**src/ces_map.svh**
```systemverilog
`ifndef CES_MAP_SVH
`define CES_MAP_SVH

// ----------------------------------------------------------------
// Status word layout
// ----------------------------------------------------------------
`define CES_SR_T        15
`define CES_SR_S        13
`define CES_SR_MASK     10:8
`define CES_SR_RESET    16'h2700
`define CES_LVL_NMI     3'h7

// ----------------------------------------------------------------
// Vector numbers and addressing
// ----------------------------------------------------------------
`define CES_VEC_ILLEGAL 8'h04
`define CES_VEC_DIVZERO 8'h05
`define CES_VEC_CHK     8'h06
`define CES_VEC_OVERFLOW_TRAP_OP   8'h07
`define CES_VEC_PRIV    8'h08
`define CES_VEC_ALINE   8'h0A
`define CES_VEC_FLINE   8'h0B
`define CES_VEC_SPUR    8'h18
`define CES_VEC_AUTO    8'h18
`define CES_VEC_TRAP    8'h20
`define CES_VEC_PAD     14'h0000
`define CES_VEC_LOW     2'h0
`define CES_RESET_ADDR  24'h00_0000
`define CES_WORD_STEP   24'h00_0002
`define CES_IACK_PAD    20'hF_FFFF
`define CES_IACK_A0     1'h1

// ----------------------------------------------------------------
// Opcode patterns
// ----------------------------------------------------------------
`define CES_LINE_A      4'hA
`define CES_LINE_F      4'hF
`define CES_OP_RSV0     16'h4AFA
`define CES_OP_RSV1     16'h4AFB
`define CES_OP_RSV2     16'h4AFC
`define CES_OP_ORI_SR   16'h007C
`define CES_OP_ANDI_SR  16'h027C
`define CES_OP_EORI_SR  16'h0A7C
`define CES_OP_TO_SR    16'h46C0
`define CES_OP_FROM_SR  16'h40C0
`define CES_MSK_EA      16'hFFC0
`define CES_OP_USP      16'h4E60
`define CES_MSK_USP     16'hFFF0
`define CES_OP_RESET    16'h4E70
`define CES_OP_STOP     16'h4E72
`define CES_OP_RTE      16'h4E73
`define CES_OP_CTRL     16'h4E7A
`define CES_MSK_CTRL    16'hFFFE
`define CES_OP_SPACE    16'h0E00
`define CES_MSK_SPACE   16'hFF00
`define CES_SPACE_SZ    7:6
`define CES_SZ_BAD      2'h3
`endif

```
**src/ces_pkg.sv**
```systemverilog
package ces_pkg;
	typedef enum logic [2:0] {
		ST_RESET = 3'b000,
		ST_FETCH = 3'b001,
		ST_RUN   = 3'b010,
		ST_IACK  = 3'b011,
		ST_FRAME = 3'b100
	} ces_state_t;
endpackage

```
**src/ces_dec_if.sv**
```systemverilog
`timescale 1ns/1ps
// Decode request and verdict between the sequencer and the classifier
interface ces_dec_if;
	logic [15:0] opcode;
	logic        unmatched;
	logic        supervisor;
	logic        illegal;
	logic        aline;
	logic        fline;
	logic        priv;
	modport core (output opcode, output unmatched, output supervisor,
		input illegal, input aline, input fline, input priv);
	modport dec (input opcode, input unmatched, input supervisor,
		output illegal, output aline, output fline, output priv);
endinterface

```
**src/ces_sync.sv**
```systemverilog
`timescale 1ns/1ps
// Two-stage synchroniser; only the second stage is visible
module ces_sync #(
	parameter int W = 1
) (
	input  wire logic         clk_in,
	input  wire logic         rst_n_in,
	input  wire logic [W-1:0] d_in,
	output logic      [W-1:0] q_out
);
	logic [W-1:0] meta_q;

	// Clear both stages so no stale request survives reset
	always_ff @(posedge clk_in) begin
		if (!rst_n_in) begin
			meta_q <= '0;
			q_out  <= '0;
		end else begin
			meta_q <= d_in;
			q_out  <= meta_q;
		end
	end
endmodule // ces_sync

```
**src/ces_decode.sv**
```systemverilog
`timescale 1ns/1ps
`include "ces_map.svh"
// Opcode classifier: unimplemented lines, privilege and illegal words
module ces_decode (
	ces_dec_if.dec d
);
	logic line_a, line_f, rsv, sr_imm, sr_move, priv_op;

	// Unimplemented lines win over every other class
	always_comb begin
		line_a  = d.opcode[15:12] == `CES_LINE_A;
		line_f  = d.opcode[15:12] == `CES_LINE_F;
		rsv     = d.opcode == `CES_OP_RSV0 || d.opcode == `CES_OP_RSV1
			|| d.opcode == `CES_OP_RSV2;
		sr_imm  = d.opcode == `CES_OP_ORI_SR || d.opcode == `CES_OP_ANDI_SR
			|| d.opcode == `CES_OP_EORI_SR;
		sr_move = (d.opcode & `CES_MSK_EA) == `CES_OP_TO_SR
			|| (d.opcode & `CES_MSK_EA) == `CES_OP_FROM_SR;
		// Address space move with size field 11 is not that opcode
		priv_op = sr_imm || sr_move
			|| (d.opcode & `CES_MSK_USP) == `CES_OP_USP
			|| d.opcode == `CES_OP_RESET || d.opcode == `CES_OP_STOP
			|| d.opcode == `CES_OP_RTE
			|| (d.opcode & `CES_MSK_CTRL) == `CES_OP_CTRL
			|| ((d.opcode & `CES_MSK_SPACE) == `CES_OP_SPACE
				&& d.opcode[`CES_SPACE_SZ] != `CES_SZ_BAD);
		d.aline   = line_a;
		d.fline   = line_f;
		d.illegal = !line_a && !line_f && (rsv || d.unmatched);
		d.priv    = !line_a && !line_f && !d.illegal && priv_op
			&& !d.supervisor;
	end
endmodule // ces_decode

```
**src/ces_exception_seq.sv**
```systemverilog
`timescale 1ns/1ps
`include "ces_map.svh"
// Exception sequencer: reset entry, interrupts, traps and decode faults
module ces_exception_seq #(
	parameter int RESET_PULSE_CYCLES = 16
) (
	input  wire logic        clk_in,
	input  wire logic        rst_n_in,
	// Interrupt request pins
	input  wire logic [2:0]  interrupt_level_inputs_in,
	// Bus pins for vector and acknowledge reads, and the external reset output
	input  wire logic        transfer_acknowledge_in,
	input  wire logic        bus_error_input_in,
	input  wire logic        autovector_in,
	input  wire logic [15:0] bus_rdata_in,
	output logic             bus_req_out,
	output logic             bus_iack_out,
	output logic [23:0]      bus_addr_out,
	output logic             ext_reset_out,
	// Decoder and execution unit
	input  wire logic        opcode_valid_in,
	input  wire logic [15:0] opcode_in,
	input  wire logic        opcode_unmatched_in,
	input  wire logic [23:0] current_pc_in,
	input  wire logic        instr_done_in,
	input  wire logic [23:0] next_pc_in,
	input  wire logic        trap_op_in,
	input  wire logic [3:0]  trap_num_in,
	input  wire logic        overflow_trap_op_in,
	input  wire logic        overflow_in,
	input  wire logic        bounds_check_op_in,
	input  wire logic        bounds_fail_in,
	input  wire logic        signed_divide_op_in,
	input  wire logic        unsigned_divide_op_in,
	input  wire logic        divisor_zero_in,
	input  wire logic        reset_op_in,
	input  wire logic        sr_write_in,
	input  wire logic [15:0] sr_wdata_in,
	output logic             busy_out,
	output logic [15:0]      status_word_out,
	output logic             ssp_load_out,
	output logic             pc_load_out,
	output logic [31:0]      load_value_out,
	output logic             frame_valid_out,
	output logic             frame_short_out,
	output logic [15:0]      frame_sr_out,
	output logic [23:0]      frame_pc_out,
	output logic [7:0]       frame_vector_out
);
	// ----------------------------------------------------------------
	// Pin synchronisers
	// ----------------------------------------------------------------
	logic [2:0]  ipl_s;
	logic        ack_s, bus_error_input_s, avec_s;
	logic [15:0] rdata_s;

	ces_sync #(.W(3)) u_ipl_sync (
		.clk_in   (clk_in),
		.rst_n_in (rst_n_in),
		.d_in     (interrupt_level_inputs_in),
		.q_out    (ipl_s)
	);

	// Data is held stable by the responder while the strobe stands
	ces_sync #(.W(19)) u_bus_sync (
		.clk_in   (clk_in),
		.rst_n_in (rst_n_in),
		.d_in     ({transfer_acknowledge_in, bus_error_input_in, autovector_in,
			bus_rdata_in}),
		.q_out    ({ack_s, bus_error_input_s, avec_s, rdata_s})
	);

	// ----------------------------------------------------------------
	// Opcode classifier
	// ----------------------------------------------------------------
	ces_dec_if dif ();
	logic [15:0] sr_q, sr_d;

	assign dif.opcode     = opcode_in;
	assign dif.unmatched  = opcode_unmatched_in;
	assign dif.supervisor = sr_q[`CES_SR_S];

	ces_decode u_decode (
		.d (dif.dec)
	);

	// ----------------------------------------------------------------
	// Sequencer state
	// ----------------------------------------------------------------
	ces_pkg::ces_state_t state_q, state_d;
	// Local names for the package's state codes, nothing is imported
	localparam ces_pkg::ces_state_t ST_RESET = ces_pkg::ST_RESET;
	localparam ces_pkg::ces_state_t ST_FETCH = ces_pkg::ST_FETCH;
	localparam ces_pkg::ces_state_t ST_RUN   = ces_pkg::ST_RUN;
	localparam ces_pkg::ces_state_t ST_IACK  = ces_pkg::ST_IACK;
	localparam ces_pkg::ces_state_t ST_FRAME = ces_pkg::ST_FRAME;
	logic [1:0]  idx_q, idx_d;
	logic [23:0] addr_q, addr_d, pc_save_q, pc_save_d;
	logic [15:0] sr_copy_q, sr_copy_d, hi_q, hi_d;
	logic [7:0]  vec_q, vec_d, trap_vec;
	logic [2:0]  lvl_q, lvl_d, ipl_prev_q, int_lvl;
	logic        kind_rst_q, kind_rst_d, short_q, short_d, nmi_q, nmi_d;
	logic        frame_q, frame_d, ssp_ld_q, ssp_ld_d, pc_ld_q, pc_ld_d;
	logic [31:0] value_q, value_d;
	logic        resp_prev_q, resp_edge, nmi_edge, trap_hit, dec_hit, int_take;

	// Response edge keeps a lingering strobe from ending the next read
	assign resp_edge = (ack_s || bus_error_input_s || avec_s) && !resp_prev_q;
	assign nmi_edge  = ipl_s == `CES_LVL_NMI && ipl_prev_q != `CES_LVL_NMI;
	assign dec_hit   = dif.illegal || dif.aline || dif.fline || dif.priv;
	// Held level seven passes once the mask drops below it
	assign int_take  = nmi_q || ipl_s > sr_q[`CES_SR_MASK];
	assign int_lvl   = nmi_q ? `CES_LVL_NMI : ipl_s;

	// Trap conditions reported by the execution unit at completion
	always_comb begin
		trap_hit = trap_op_in || (overflow_trap_op_in && overflow_in)
			|| (bounds_check_op_in && bounds_fail_in)
			|| ((signed_divide_op_in || unsigned_divide_op_in)
				&& divisor_zero_in);
		if (trap_op_in) begin
			trap_vec = `CES_VEC_TRAP + {4'h0, trap_num_in};
		end else if (overflow_trap_op_in && overflow_in) begin
			trap_vec = `CES_VEC_OVERFLOW_TRAP_OP;
		end else if (bounds_check_op_in && bounds_fail_in) begin
			trap_vec = `CES_VEC_CHK;
		end else begin
			trap_vec = `CES_VEC_DIVZERO;
		end
	end

	// Next-state logic for the sequencer
	always_comb begin
		state_d    = state_q;
		idx_d      = idx_q;
		addr_d     = addr_q;
		sr_d       = sr_q;
		sr_copy_d  = sr_copy_q;
		pc_save_d  = pc_save_q;
		hi_d       = hi_q;
		vec_d      = vec_q;
		lvl_d      = lvl_q;
		kind_rst_d = kind_rst_q;
		short_d    = short_q;
		value_d    = value_q;
		nmi_d      = nmi_q;
		frame_d    = 1'b0;
		ssp_ld_d   = 1'b0;
		pc_ld_d    = 1'b0;
		case (state_q)
			ST_RESET: begin
				state_d    = ST_FETCH;
				idx_d      = '0;
				addr_d     = `CES_RESET_ADDR;
				kind_rst_d = 1'b1;
			end
			ST_FETCH: begin
				if (resp_edge) begin
					hi_d   = rdata_s;
					addr_d = addr_q + `CES_WORD_STEP;
					idx_d  = idx_q + 2'h1;
					if (idx_q[0]) begin
						value_d = {hi_q, rdata_s};
						if (kind_rst_q && !idx_q[1]) begin
							ssp_ld_d = 1'b1;
						end else begin
							pc_ld_d = 1'b1;
							state_d = ST_RUN;
						end
					end
				end
			end
			ST_IACK: begin
				if (resp_edge) begin
					state_d = ST_FRAME;
					if (bus_error_input_s) begin
						vec_d   = `CES_VEC_SPUR;
						short_d = 1'b1;
					end else if (avec_s) begin
						vec_d = `CES_VEC_AUTO + {5'h00, lvl_q};
					end else begin
						vec_d = rdata_s[7:0];
					end
				end
			end
			ST_FRAME: begin
				frame_d    = 1'b1;
				state_d    = ST_FETCH;
				idx_d      = '0;
				kind_rst_d = 1'b0;
				addr_d     = {`CES_VEC_PAD, vec_q, `CES_VEC_LOW};
			end
			ST_RUN: begin
				if (sr_write_in) begin
					sr_d = sr_wdata_in;
				end
				if (opcode_valid_in && dec_hit) begin
					// Decode faults stack the faulting word's own address
					state_d   = ST_FRAME;
					pc_save_d = current_pc_in;
					short_d   = 1'b0;
					if (dif.aline) begin
						vec_d = `CES_VEC_ALINE;
					end else if (dif.fline) begin
						vec_d = `CES_VEC_FLINE;
					end else if (dif.illegal) begin
						vec_d = `CES_VEC_ILLEGAL;
					end else begin
						vec_d = `CES_VEC_PRIV;
					end
				end else if (instr_done_in && trap_hit) begin
					state_d   = ST_FRAME;
					pc_save_d = next_pc_in;
					vec_d     = trap_vec;
					short_d   = 1'b0;
				end else if (instr_done_in && int_take) begin
					// Only sampled at an instruction boundary
					state_d   = ST_IACK;
					lvl_d     = int_lvl;
					pc_save_d = next_pc_in;
					short_d   = 1'b0;
					addr_d    = {`CES_IACK_PAD, int_lvl, `CES_IACK_A0};
					sr_d[`CES_SR_MASK] = int_lvl;
					if (int_lvl == `CES_LVL_NMI) begin
						nmi_d = 1'b0;
					end
				end
				if (state_d != ST_RUN) begin
					sr_copy_d = sr_q;
					sr_d[`CES_SR_S] = 1'b1;
					sr_d[`CES_SR_T] = 1'b0;
				end
			end
			default: begin
				state_d = ST_RESET;
			end
		endcase
		// A new edge beats the clear made by its acceptance
		if (nmi_edge) begin
			nmi_d = 1'b1;
		end
	end

	// Sequencer registers
	always_ff @(posedge clk_in) begin
		if (!rst_n_in) begin
			state_q     <= ST_RESET;
			sr_q        <= `CES_SR_RESET;
			idx_q       <= '0;
			addr_q      <= '0;
			sr_copy_q   <= '0;
			pc_save_q   <= '0;
			hi_q        <= '0;
			vec_q       <= '0;
			lvl_q       <= '0;
			kind_rst_q  <= 1'b1;
			short_q     <= 1'b0;
			value_q     <= '0;
			nmi_q       <= 1'b0;
			frame_q     <= 1'b0;
			ssp_ld_q    <= 1'b0;
			pc_ld_q     <= 1'b0;
			ipl_prev_q  <= '0;
			resp_prev_q <= 1'b0;
		end else begin
			state_q     <= state_d;
			sr_q        <= sr_d;
			idx_q       <= idx_d;
			addr_q      <= addr_d;
			sr_copy_q   <= sr_copy_d;
			pc_save_q   <= pc_save_d;
			hi_q        <= hi_d;
			vec_q       <= vec_d;
			lvl_q       <= lvl_d;
			kind_rst_q  <= kind_rst_d;
			short_q     <= short_d;
			value_q     <= value_d;
			nmi_q       <= nmi_d;
			frame_q     <= frame_d;
			ssp_ld_q    <= ssp_ld_d;
			pc_ld_q     <= pc_ld_d;
			ipl_prev_q  <= ipl_s;
			resp_prev_q <= ack_s || bus_error_input_s || avec_s;
		end
	end

	// ----------------------------------------------------------------
	// External reset pulse
	// ----------------------------------------------------------------
	logic [7:0] rcnt_q, rcnt_d;
	logic       ext_rst_q, ext_rst_d;

	// Pulse length counted here; the core keeps running meanwhile
	always_comb begin
		rcnt_d = rcnt_q;
		if (state_q == ST_RUN && reset_op_in && sr_q[`CES_SR_S]) begin
			rcnt_d = 8'(RESET_PULSE_CYCLES);
		end else if (rcnt_q != '0) begin
			rcnt_d = rcnt_q - 8'h01;
		end
		ext_rst_d = rcnt_d != '0;
	end

	always_ff @(posedge clk_in) begin
		if (!rst_n_in) begin
			rcnt_q    <= '0;
			ext_rst_q <= 1'b0;
		end else begin
			rcnt_q    <= rcnt_d;
			ext_rst_q <= ext_rst_d;
		end
	end

	// ----------------------------------------------------------------
	// Outputs
	// ----------------------------------------------------------------
	assign bus_req_out      = state_q == ST_FETCH || state_q == ST_IACK;
	assign bus_iack_out     = state_q == ST_IACK;
	assign busy_out         = state_q != ST_RUN;
	assign bus_addr_out     = addr_q;
	assign ext_reset_out    = ext_rst_q;
	assign status_word_out  = sr_q;
	assign ssp_load_out     = ssp_ld_q;
	assign pc_load_out      = pc_ld_q;
	assign load_value_out   = value_q;
	assign frame_valid_out  = frame_q;
	assign frame_short_out  = short_q;
	assign frame_sr_out     = sr_copy_q;
	assign frame_pc_out     = pc_save_q;
	assign frame_vector_out = vec_q;
endmodule // ces_exception_seq

```
**config.mk**
```make
export PLATFORM = sky130hd
export DESIGN_NAME = ces_exception_seq
export DESIGN_NICKNAME = d
export VERILOG_FILES = /design/src/ces_pkg.sv /design/src/ces_dec_if.sv /design/src/ces_sync.sv /design/src/ces_decode.sv /design/src/ces_exception_seq.sv
export VERILOG_INCLUDE_DIRS = /design/src /design/src/src
export SDC_FILE = /design/constraint.sdc
export NUM_CORES = 1
export LEC_CHECK = 0
export BUFFER_PORTS_ARGS = -buffer_cell sky130_fd_sc_hd__buf_4
export CAP_MARGIN = 20
export CORE_ASPECT_RATIO = 1.2
export CORE_MARGIN = 3
export CORE_UTILIZATION = 35
export CTS_BUF_LIST = sky130_fd_sc_hd__clkbuf_8 sky130_fd_sc_hd__clkbuf_16
export DETAILED_ROUTE_END_ITERATION = 8
export HOLD_SLACK_MARGIN = 0.06
export PLACE_DENSITY = 0.68
export SLEW_MARGIN = 30
export SYNTH_ARGS = -nofsm -noshare
export SYNTH_HDL_FRONTEND = slang
export SYNTH_SLANG_ARGS = --single-unit
```
**constraint.sdc**
```tcl
create_clock -name clk_in -period 3.86 [get_ports clk_in]
set_clock_uncertainty 0.2 [all_clocks]
set_input_delay 0.386 -clock clk_in [delete_from_list [all_inputs] [get_ports clk_in]]
set_output_delay 0.386 -clock clk_in [all_outputs]
set_load 0.03 [all_outputs]
```
==> impl_metrics.ini <==
[timing]
setup_viol = 0
timing.fmax_mhz = 322
setup_ws_ps = 750
final-hold-violation-count = 0
tightest_slew_ps = 901
setup-tns-final_ps = 0
maxSlewHeadroom_pct = 39.7
finalCritPeriodShare_pct = 80.6
slew_violations = 0
period_needed_ps = 3110
rsz0062_at_grt = false

[worst_hold_path]
min_from = sr_wdata_in[10]
hold_path.class = in -> reg

[clock_tree]
clock_latency_ps = 510
cts_htree_levels = 1
cts-buffers-inserted = 22
cts_setup_buffers = 0
clkTransAtPathRegs_ps = 60
cts.sinks = 207
cts-root-buf = clkbuf_16
cts_tree = done
clk_path_buf_depth = 3

[cells_and_area]
nFillCells = 2346
syn_to_final_growth_pct = 42.1
drive_gt1_share_pct = 25.4
postLayoutCoreUtil_pct = 50.8
nets = 1457

[worst_setup_path]
crit_chain = nand2b_1 > a21o_1 > nor2_4 > o31ai_4 > buf_12 > mux2i_1 > dlygate4sd3_1 > o211ai_2
crit_buf_inv = 2
cp_slowest_cell = dlygate4sd3_1
startpoint_type = register
cp.required_ps = 4040
criticalPathCategory = reg -> reg
cp_top_family = buffers and inverters
endpoint_kind = register
arrival_ps = 3290
cp_max_fo = 51
startpoint = status_word_out[13]$_SDFFE_PN1P_
slowest_delay_ps = 590
r2r_start = status_word_out[13]$_SDFFE_PN1P_

[die]
core-area_um2 = 24900
pin_count = 249
die_w_um = 152
rows = 63
die_h_um = 181
dieArea_um2 = 27400
initial_core_util_pct = 35.7

[route]
drcViolationCount = 0
wl_per_cell_um = 16.7
drtAntennaViolNets = 0
first_iter_violations = 580
routed_wirelength_um = 27800
via_per_inst = 5.07
firstDrtPassIters = 5
vias = 8473

[synth]
syn-cell-area_um2 = 8900
synth_area_leaders = dfxtp_1 (47%), nand2_1 (7.9%), a21oi_1 (5.5%)
synth.distinct_cells = 73
ys_seq_area_share_pct = 46.5
synth_fp_nets = 1148
ys_seq_elements = 207
ys_warn_count = 0
yosysTopAreaCell = dfxtp_1
synth_cells = 1021
synthTopCellsByCount = dfxtp_1 (207), nand2_1 (188), a21oi_1 (97)
synthFlopType = dfxtp_1
synth.most_common_cell = dfxtp_1
netlist.area_leader.share_pct = 46.5
avgSynthCellArea_um2 = 8.72
synth_edf_count = 0
async_reset_ff_share_pct = 0

[pwr]
p_leak_uw = 0.00532
ir_drop_mv = 0.273
total_power_uw = 5510
p_per_area_nw_per_um2 = 436

[placement]
port_buffers = 248
dp_hpwl_um = 19500
dp_slack_ps = 873
gp_congestion = 0.863

[grt]
grt_use_total_pct = 19.3
antenna_found_initial = 0
grt_pass1_vias = 8192
grt-ovfl-total = 0
grt_first_pass_wirelength_um = 43300
grt_max_degree = 80

[outcome]
status = complete, no violations

[run]
max-cap-violations = 0
power breakdown:
| part | total (µW) | internal [µW] | switching [µW] |
|---|---|---|---|
| combinational | 1010 | 461 | 548 |
| clock | 2140 | 1270 | 875 |
| sequential | 2360 | 2250 | 114 |
| total | 5510 | 3970 | 1540 |
state kept, by name, summed over array words and instances (netlist names), 2 cells and up:
| signal | flops |
|---|---|
| lvl_q | 3 |
| ipl_prev_q | 3 |
| u_ipl_sync.meta_q | 3 |
| u_ipl_sync.q_out | 3 |
| frame_sr_out | 16 |
| hi_q | 16 |
| u_bus_sync.meta_q | 19 |
| bus_addr_out | 24 |
| frame_vector_out | 8 |
| idx_q | 2 |
| rcnt_q | 8 |
| status_word_out | 16 |
| state_q | 3 |
| frame_pc_out | 24 |
| load_value_out | 32 |
| u_bus_sync.q_out | 19 |
cell families after synthesis:
logic type	Yosys count	share of synthesized area, %
AND/OR/NAND/NOR	422	22.7
AO/OA/AOI/OAI	235	18.6
flip-flops	207	46.5
buffers and inverters	87	4.33
multiplexers	47	5.28
XOR/XNOR	17	1.67
adder cells (fa/ha/maj)	6	0.843
layer usage:
metal	track usage, %	up-vias	wire [µm]
met5	0	-	0
met4	6.18	0	782
met3	4.39	46	1920
met2	32.3	266	13500
met1	24.7	3933	11600
li1	-	4228	-
layout make-up:
type | count | area [µm²] | area share, %
sequential | 207 | 4140 | 32.8
multi-input combinational | 727 | 4380 | 34.6
antenna | 1 | 2.50 | 0.0198
clock inverter | 10 | 88.8 | 0.702
tap | 325 | 407 | 3.21
inverter | 20 | 75.1 | 0.593
clock buffer | 30 | 661 | 5.22
timing repair buffer | 352 | 2900 | 22.9
worst paths after layout:
| path | end | slack, ps | depth (start not counted) |
|---|---|---|---|
| worst max-delay path | frame_pc_out[4]$_SDFFE_PN0P_ | 750 | 8 |
| worst min-delay path | status_word_out[10]$_SDFFE_PN1N_ | 90 | 3 |
| worst max register to register | frame_pc_out[4]$_SDFFE_PN0P_ | 750 | 8 |
| worst min register to register | u_bus_sync.q_out[2]$_SDFF_PN0_ | 230 | 1 |
stage by stage:
| stage | cells | hold slack [ps] | area (µm²) |
|---|---|---|---|
| final | 1672 | 87.9 | 12700 |
| after global routing | 1671 | 119 | 12600 |
| after CTS | 1671 | 74.3 | 12600 |
| after detailed placement | 1543 | 219 | 11000 |
| after global placement | 1542 | 216 | 11000 |
| after floorplan | 1021 | 212 | 8900 |
repair_timing:
| item | 4_1_cts | 5_1_grt |
|---|---|---|
| hold endpoints to repair | 64 | 0 |
| hold buffers | 88 | 0 |
| endpoints found under the setup margin | 0 | 0 |
| gates resized for setup | 0 | 0 |
worst reg2reg max path, delay by kind of cell (launching register included):
kind            cells  cell delay [ps]
compound gates      3              790
mux                 1              290
simple gates        2              260
buf+inv             2              920
flops               1              520
cell usage in the layout, fill, tap and decap left out, types with 27 or more instances in the layout:
cell / instances
mux2i_1: 47
nand3_1: 36
nand2_1: 188
and2_1: 48
o21ai_0: 27
nand4_1: 32
dlygate4sd3_1: 88
dfxtp_1: 207
buf_4: 262
a21oi_1: 96
nor2_1: 50
Note: power is estimated with default switching activity, not from simulation.
